--- src/hdl/tec_map.svh ---
// Register map, field positions and reset values for the timer run and
// external interrupt flag block. Included by the design files.
`ifndef TEC_MAP_SVH
`define TEC_MAP_SVH

// Special-function-register addresses
`define TEC_ADDR_CTRL      8'h88
`define TEC_ADDR_PWR       8'h87

// Control register field positions
`define TEC_T1_OVF_BIT     7
`define TEC_T1_RUN_BIT     6
`define TEC_T0_OVF_BIT     5
`define TEC_T0_RUN_BIT     4
`define TEC_X1_REQ_BIT     3
`define TEC_X1_TYPE_BIT    2
`define TEC_X0_REQ_BIT     1
`define TEC_X0_TYPE_BIT    0

// Power control idle bit position
`define TEC_IDLE_BIT       0

// Reset values
`define TEC_CTRL_RESET     8'h00

`endif

--- src/hdl/tec_pkg.sv ---
// Types shared by the timer run and external interrupt flag block.
// Assumes nothing beyond a SystemVerilog compiler.
package tec_pkg;

    // Detection mode of one external interrupt pin
    typedef enum logic {
        TEC_LEVEL,
        TEC_EDGE
    } tec_trig_t;

endpackage

--- src/hdl/tec_ext_irq.sv ---
// One external interrupt request flag with level or edge detection.
// Assumes the active-low pin is already synchronous to i_clk.
`timescale 1ns/10ps
`include "tec_map.svh"

module tec_ext_irq (
    input  wire logic           i_clk,
    input  wire logic           i_rstn,
    input  wire logic           i_pin_n,
    input  wire tec_pkg::tec_trig_t i_trig,
    input  wire logic           i_sw_clear,
    input  wire logic           i_sw_set,
    input  wire logic           i_vector_ack,
    output logic                o_flag
);

    logic pin_prev_reg;
    logic latch_reg;
    logic fall;

    //------------------------------------------------------------
    // Edge detect
    //------------------------------------------------------------
    // Previous sample; reset high so a pin already low at release counts as an edge
    always_ff @(posedge i_clk or negedge i_rstn) begin
        if (!i_rstn) begin
            pin_prev_reg <= 1'b1;
        end else begin
            pin_prev_reg <= i_pin_n;
        end
    end

    assign fall = pin_prev_reg & ~i_pin_n;

    //------------------------------------------------------------
    // Latched request
    //------------------------------------------------------------
    // A fresh edge wins over a clear in the same cycle
    always_ff @(posedge i_clk or negedge i_rstn) begin
        if (!i_rstn) begin
            latch_reg <= 1'b0;
        end else if (i_trig == tec_pkg::TEC_EDGE && fall) begin
            latch_reg <= 1'b1;
        end else if (i_sw_clear || i_vector_ack) begin
            latch_reg <= 1'b0;
        end else if (i_sw_set) begin
            latch_reg <= 1'b1;
        end
    end

    // Level mode shows the inverted pin, no latching
    assign o_flag = (i_trig == tec_pkg::TEC_EDGE) ? latch_reg : ~i_pin_n;

endmodule

--- src/hdl/tec_ctrl.sv ---
// Timer/counter control register with run bits, overflow flags and
// external interrupt flags, plus the run qualifiers for timers 0 and 1.
// Assumes a core-side SFR bus: one-cycle write strobe, address, data.
// Assumes overflow pulses and vector acknowledges are one cycle wide and
// synchronous; the count datapath lives outside and only sees the enables.
`timescale 1ns/10ps
`include "tec_map.svh"

// How it works
// Timer 1 overflow sets flag; software/vector clears
// Timer 1 runs only while run bit is 1
// Timer 0 overflow sets flag; software/vector clears
// Timer 0 runs only while run bit is 1
// Edge mode latches request until cleared
// Level mode flag shows inverted pin
// Interrupt 1 type bit selects level/edge
// Interrupt 0 type bit selects level/edge
// Idle freezes timers; idle reads zero
// Gate requires pin high for counting
// Falling edge found from successive samples
module tec_ctrl (
    input  wire logic       i_clk,
    input  wire logic       i_rstn,
    input  wire logic [7:0] i_sfr_addr,
    input  wire logic       i_sfr_wr,
    input  wire logic [7:0] i_sfr_wdata,
    output logic      [7:0] o_sfr_rdata,
    input  wire logic       i_t0_overflow,
    input  wire logic       i_t1_overflow,
    input  wire logic       i_t0_vector_ack,
    input  wire logic       i_t1_vector_ack,
    input  wire logic       i_x0_vector_ack,
    input  wire logic       i_x1_vector_ack,
    input  wire logic       i_t0_gate,
    input  wire logic       i_t1_gate,
    input  wire logic       i_ext_irq0_pin_n,
    input  wire logic       i_ext_irq1_pin_n,
    output logic            o_timer0_count_en,
    output logic            o_timer1_count_en,
    output logic            o_idle
);

    // Control register bits kept in flip-flops
    logic       timer1_overflow_flag_reg;
    logic       timer0_overflow_flag_reg;
    logic       timer1_run_reg;
    logic       timer0_run_reg;
    logic       ext_irq1_trigger_type_reg;
    logic       ext_irq0_trigger_type_reg;

    // Idle bit of the power control register
    logic       idle_reg;

    // Request flags as the control register shows them
    logic       ext_irq1_request_flag;
    logic       ext_irq0_request_flag;

    // Write decodes and per-flag software strobes
    logic       ctrl_wr;
    logic       pwr_wr;
    logic       x1_sw_clear;
    logic       x1_sw_set;
    logic       x0_sw_clear;
    logic       x0_sw_set;

    // Gate qualifiers for the count enables
    logic       timer1_gate_ok;
    logic       timer0_gate_ok;

    // Readback value of the control register
    logic [7:0] ctrl_val;

    //------------------------------------------------------------
    // Address decode
    //------------------------------------------------------------
    // Shared decode for write and read paths
    // Full eight-bit compare; neighbouring addresses belong to other blocks
    function automatic logic hit(input logic [7:0] a, input logic [7:0] ref_a);
        hit = (a == ref_a);
    endfunction

    assign ctrl_wr = i_sfr_wr & hit(i_sfr_addr, `TEC_ADDR_CTRL);
    assign pwr_wr  = i_sfr_wr & hit(i_sfr_addr, `TEC_ADDR_PWR);

    //------------------------------------------------------------
    // Overflow flags
    //------------------------------------------------------------
    // Hardware set beats software or vector clear so no overflow is lost
    always_ff @(posedge i_clk or negedge i_rstn) begin
        if (!i_rstn) begin
            timer1_overflow_flag_reg <= 1'b0;
        end else if (i_t1_overflow) begin
            timer1_overflow_flag_reg <= 1'b1;
        end else if (ctrl_wr) begin
            timer1_overflow_flag_reg <= i_sfr_wdata[`TEC_T1_OVF_BIT];
        end else if (i_t1_vector_ack) begin
            timer1_overflow_flag_reg <= 1'b0;
        end
    end

    // Same priority for timer 0; a write landing on a wrap loses to the wrap
    always_ff @(posedge i_clk or negedge i_rstn) begin
        if (!i_rstn) begin
            timer0_overflow_flag_reg <= 1'b0;
        end else if (i_t0_overflow) begin
            timer0_overflow_flag_reg <= 1'b1;
        end else if (ctrl_wr) begin
            timer0_overflow_flag_reg <= i_sfr_wdata[`TEC_T0_OVF_BIT];
        end else if (i_t0_vector_ack) begin
            timer0_overflow_flag_reg <= 1'b0;
        end
    end

    //------------------------------------------------------------
    // Run and type bits
    //------------------------------------------------------------
    // Run bits are software-owned; no hardware event touches them
    always_ff @(posedge i_clk or negedge i_rstn) begin
        if (!i_rstn) begin
            timer1_run_reg <= 1'b0;
            timer0_run_reg <= 1'b0;
        end else if (ctrl_wr) begin
            timer1_run_reg <= i_sfr_wdata[`TEC_T1_RUN_BIT];
            timer0_run_reg <= i_sfr_wdata[`TEC_T0_RUN_BIT];
        end
    end

    // Trigger types; a change applies from the next pin sample on
    always_ff @(posedge i_clk or negedge i_rstn) begin
        if (!i_rstn) begin
            ext_irq1_trigger_type_reg <= 1'b0;
            ext_irq0_trigger_type_reg <= 1'b0;
        end else if (ctrl_wr) begin
            ext_irq1_trigger_type_reg <= i_sfr_wdata[`TEC_X1_TYPE_BIT];
            ext_irq0_trigger_type_reg <= i_sfr_wdata[`TEC_X0_TYPE_BIT];
        end
    end

    //------------------------------------------------------------
    // Idle mode
    //------------------------------------------------------------
    // Only the idle bit of the power control register is kept here
    // Idle holds until reset or a power-control write of 0; wake-up lives outside this block
    always_ff @(posedge i_clk or negedge i_rstn) begin
        if (!i_rstn) begin
            idle_reg <= 1'b0;
        end else if (pwr_wr) begin
            idle_reg <= i_sfr_wdata[`TEC_IDLE_BIT];
        end
    end

    assign o_idle = idle_reg;

    //------------------------------------------------------------
    // External interrupt flags
    //------------------------------------------------------------
    // Control writes load each latched request bit: 0 clears, 1 sets
    assign x1_sw_clear = ctrl_wr & ~i_sfr_wdata[`TEC_X1_REQ_BIT];
    assign x1_sw_set   = ctrl_wr & i_sfr_wdata[`TEC_X1_REQ_BIT];
    assign x0_sw_clear = ctrl_wr & ~i_sfr_wdata[`TEC_X0_REQ_BIT];
    assign x0_sw_set   = ctrl_wr & i_sfr_wdata[`TEC_X0_REQ_BIT];

    // The latch is hidden in level mode but still follows writes there
    // Software may write the latched flag; a write of 0 clears it
    tec_ext_irq u_x1 (
        .i_clk        (i_clk),
        .i_rstn       (i_rstn),
        .i_pin_n      (i_ext_irq1_pin_n),
        .i_trig       (tec_pkg::tec_trig_t'(ext_irq1_trigger_type_reg)),
        .i_sw_clear   (x1_sw_clear),
        .i_sw_set     (x1_sw_set),
        .i_vector_ack (i_x1_vector_ack),
        .o_flag       (ext_irq1_request_flag)
    );

    tec_ext_irq u_x0 (
        .i_clk        (i_clk),
        .i_rstn       (i_rstn),
        .i_pin_n      (i_ext_irq0_pin_n),
        .i_trig       (tec_pkg::tec_trig_t'(ext_irq0_trigger_type_reg)),
        .i_sw_clear   (x0_sw_clear),
        .i_sw_set     (x0_sw_set),
        .i_vector_ack (i_x0_vector_ack),
        .o_flag       (ext_irq0_request_flag)
    );

    //------------------------------------------------------------
    // Count enables
    //------------------------------------------------------------
    // Gate clear: pin ignored, run bit and idle decide; gate set: the pin must also be high
    assign timer1_gate_ok = ~i_t1_gate | i_ext_irq1_pin_n;
    assign timer0_gate_ok = ~i_t0_gate | i_ext_irq0_pin_n;

    // Halted timers keep their count because the datapath sees no enable;
    // combinational, so a stop takes effect on the very next count edge
    assign o_timer1_count_en = timer1_run_reg & ~idle_reg & timer1_gate_ok;
    assign o_timer0_count_en = timer0_run_reg & ~idle_reg & timer0_gate_ok;

    //------------------------------------------------------------
    // Read path
    //------------------------------------------------------------
    // Bit order follows the register: timer bits high, interrupt bits low
    always_comb begin
        ctrl_val = {timer1_overflow_flag_reg, timer1_run_reg,
                    timer0_overflow_flag_reg, timer0_run_reg,
                    ext_irq1_request_flag, ext_irq1_trigger_type_reg,
                    ext_irq0_request_flag, ext_irq0_trigger_type_reg};
    end

    // A read answers one edge after the address; the core must allow for it
    // Registered read data; idle bit always reads zero, other addresses zero
    always_ff @(posedge i_clk or negedge i_rstn) begin
        if (!i_rstn) begin
            o_sfr_rdata <= `TEC_CTRL_RESET;
        end else if (hit(i_sfr_addr, `TEC_ADDR_CTRL)) begin
            o_sfr_rdata <= ctrl_val;
        end else begin
            o_sfr_rdata <= 8'h00;
        end
    end

endmodule

--- config.mk ---
export PLATFORM = sky130hd
export DESIGN_NAME = tec_ctrl
export DESIGN_NICKNAME = d
export VERILOG_FILES = /design/src/hdl/tec_pkg.sv /design/src/hdl/tec_ext_irq.sv /design/src/hdl/tec_ctrl.sv
export VERILOG_INCLUDE_DIRS = /design/src /design/src/hdl
export SDC_FILE = /design/constraint.sdc
export NUM_CORES = 1
export LEC_CHECK = 0
export CAP_MARGIN = 25
export CELL_PAD_IN_SITES_DETAIL_PLACEMENT = 1
export CELL_PAD_IN_SITES_GLOBAL_PLACEMENT = 1
export CORE_AREA = 3 3 50 52
export DETAILED_ROUTE_END_ITERATION = 7
export DIE_AREA = 0 0 53 55
export DONT_BUFFER_PORTS = 1
export PLACE_DENSITY = 0.75
export SETUP_SLACK_MARGIN = 0.2
export SYNTH_ARGS = -nofsm -noshare
export SYNTH_HDL_FRONTEND = slang
export SYNTH_SLANG_ARGS = --single-unit
--- constraint.sdc ---
create_clock -name i_clk -period 0.9 [get_ports i_clk]
set_input_delay 0.09 -clock i_clk [delete_from_list [all_inputs] [get_ports i_clk]]
set_output_delay 0.09 -clock i_clk [all_outputs]
set_load 0.02 [all_outputs]
==> impl_metrics.json <==
{
  "status": "finished, violations left",
  "violations": "hold timing, setup timing",
  "largest_reg_flops": 8,
  "avgSynthCellArea_um2": 12.7,
  "min_to": "timer0_overflow_flag_reg",
  "hp-class": "in2reg",
  "rows": 17,
  "cts_buffers": 3,
  "io_pins": 40,
  "top_register": "o_sfr_rdata",
  "synthMuxAreaShare_pct": 8.64,
  "drive_gt1_share_pct": 62.9,
  "ff2ff_setup_slack_ns": -0.09,
  "root_buffer": "clkbuf_4",
  "worst-setup-path-type": "reg2out",
  "die_width_um": 53,
  "clkSinkCount": 19,
  "crit_path_end_kind": "output port",
  "synth_compound_area_share_pct": 9.24,
  "cp_cell_sequence": "nor3b_4",
  "fin_crit_ns": 1.15,
  "synth_edf_count": 0,
  "viasPerCell": 5.32,
  "fin_ws_ns": -0.252,
  "critPathMaxStageDelay_ns": 0.47,
  "fp.dieArea_mm2": 0.00292,
  "ys_seq_elements": 19,
  "antenna_found_initial": 0,
  "cp.buffers_inverters": 0,
  "ys.flop_type": "dfrtp_1",
  "start_util_pct": 38.4,
  "r2r-start": "u_x0.latch_reg",
  "htree_levels": 1,
  "antenna_left": 0,
  "cts_hold_buffers": 9,
  "clk_pin_slew_ns": 0.11,
  "hold_slack_ns": -0.100,
  "fin_crit_sh_pct": 128,
  "first_global_vias": 713,
  "firstDrtPassIters": 4,
  "slew-limit-headroom_pct": 44.2,
  "layout_commonest_cell": "dfrtp_2",
  "yosys_warnings": 0,
  "vias": 622,
  "gp_congestion": 0.787,
  "synthCells": 65,
  "post_synth_fa_ha_maj_area_fraction_pct": 0,
  "drtIter0Drc": 3,
  "hp-start": "i_t0_overflow",
  "mostFrequentLayoutCells": "dfrtp_2 (9), dfrtp_1 (8), dlygate4sd3_1 (8)",
  "hold_viol_final": 20,
  "maxCapViolCount": 0,
  "n_antenna_cell": 0,
  "crit_path_top_delay_cell": "dfrtp_2",
  "synth.yosys.seq_area_share_pct": 57.9,
  "peakVddDrop_mv": 0.622,
  "remaining_drc_errors": 0,
  "core_mm2": 0.00215,
  "hold-path-cell-count": 1,
  "final_core_util_pct": 56.2,
  "tightest_slew_ns": 0.837,
  "cp_max_fo": 3,
  "crit_family": "flip-flops",
  "crit_arrival_ns": 1.06,
  "synthSimpleGateAreaFrac_pct": 20.0,
  "rsz0062_at_grt": "true",
  "slew_viol_final": 0,
  "synth.distinct_cells": 24,
  "syn_to_final_growth_pct": 46.2,
  "wl_um": 2120,
  "dp_slack_ns": -0.300,
  "portBuffers": 0,
  "wl_per_cell_um": 18.1,
  "r2r_end": "u_x0.latch_reg",
  "stdcell_area_mm2": 0.00121,
  "powerDensity_mw_per_mm2": 1260,
  "clk_path_buf_depth": 2,
  "start_kind": "register",
  "grt_max_degree": 20,
  "skew_ns": 0.00797,
  "die_y_um": 55,
  "nets": 119,
  "p_leak_uw": 0.000524,
  "synth_top_family_by_area": "simple AND/OR/NAND/NOR gates",
  "clk_latency_ns": 0.29,
  "dpl.hpwl_um": 1520,
  "cts_tree": "yes",
  "rr_worst_depth": 3,
  "worstPathRequired_ns": 0.81,
  "setup_viol": 9,
  "finalPower_uw": 1520,
  "async_flop_share_pct": 100,
  "synth_xor_xnor_area_share_pct": 0,
  "syn_nets": 94,
  "grt_overflow": 0,
  "syn-cell-area_um2": 826,
  "max_freq_mhz": 868,
  "grt_pass1_wl_um": 3210,
  "dp.cells": 97,
  "grt_usage_pct": 15.6,
  "instances_no_fill": 117,
  "placed_area_um2": 946,
  "path_depth": 1
}
layer usage:
layer  global-route usage (%)  wire length (um)  share of wire [%]  vias up
met5                        0                 0                  0        -
met4                     7.66                36                1.7        0
met3                     2.41               122                5.8        2
met2                     31.0              1220                 58       25
met1                     15.9               738                 35      316
li1                         -                 -                  -      279
worst register-to-register path, delay by kind of cell, from the launching register on:
family / cells / cell delay [ns]
flip-flops: 1 / 0.41
AO/OA/AOI/OAI: 2 / 0.41
buffers and inverters: 1 / 0.06
timing repair:
| action | CTS | global route |
|---|---|---|
| resized for setup | 17 | 16 |
| pin swaps | 6 | 8 |
| buffers inserted | 6 | 1 |
| setup endpoints to repair | 25 | 46 |
| endpoints found under the hold margin | 31 | 3 |
area by class of cell:
cell class / count / area (um2)
well taps: 28 / 35.0
flip-flops and latches: 19 / 489
multi-input cells: 39 / 408
clock inverters: 1 / 5.00
fillers: 215 / 941
repair buffers: 22 / 229
inverters: 5 / 18.8
clock buffers: 3 / 22.5
per-stage QoR:
stage	TNS, ns	hold WS (ns)
3_5_place_dp	-2.16	-0.205
5_1_grt	-1.24	-0.113
2_1_floorplan	-2.15	-0.206
3_3_place_gp	-1.84	-0.205
6_report	-0.980	-0.100
4_1_cts	-1.21	-0.121
report_power, final:
group | total, uW | switching [uW] | internal [uW]
Clock | 420 | 255 | 165
Sequential | 903 | 21.2 | 882
Combinational | 193 | 77.6 | 115
worst max path at each step:
stage / startpoint / end
after floorplan: i_sfr_addr[1] / ext_irq0_trigger_type_reg
after global placement: i_sfr_addr[4] / u_x0.latch_reg
after detailed placement: i_sfr_addr[4] / u_x0.latch_reg
after CTS: o_idle / o_timer1_count_en
after global routing: o_idle / o_timer1_count_en
final: o_idle / o_timer1_count_en
logic make-up after synthesis:
group,after synthesis
AO/OA/AOI/OAI,9
AND/OR/NAND/NOR,25
flip-flops,19
buffers and inverters,7
multiplexers,5
synth_stat cells, types with 2 or more instances:
cell / number / area share, %
a211o_2: 2 / 2.4
a21oi_1: 2 / 1.2
a311oi_1: 3 / 3.2
and3_2: 4 / 3.6
dfrtp_1: 17 / 52
dfstp_2: 2 / 6.4
inv_1: 5 / 2.3
mux2_4: 4 / 7.3
nand2_1: 2 / 0.91
nor2_1: 7 / 3.2
nor2b_1: 3 / 2.3
nor3b_1: 2 / 1.8
(Power assumes the default switching activity.)
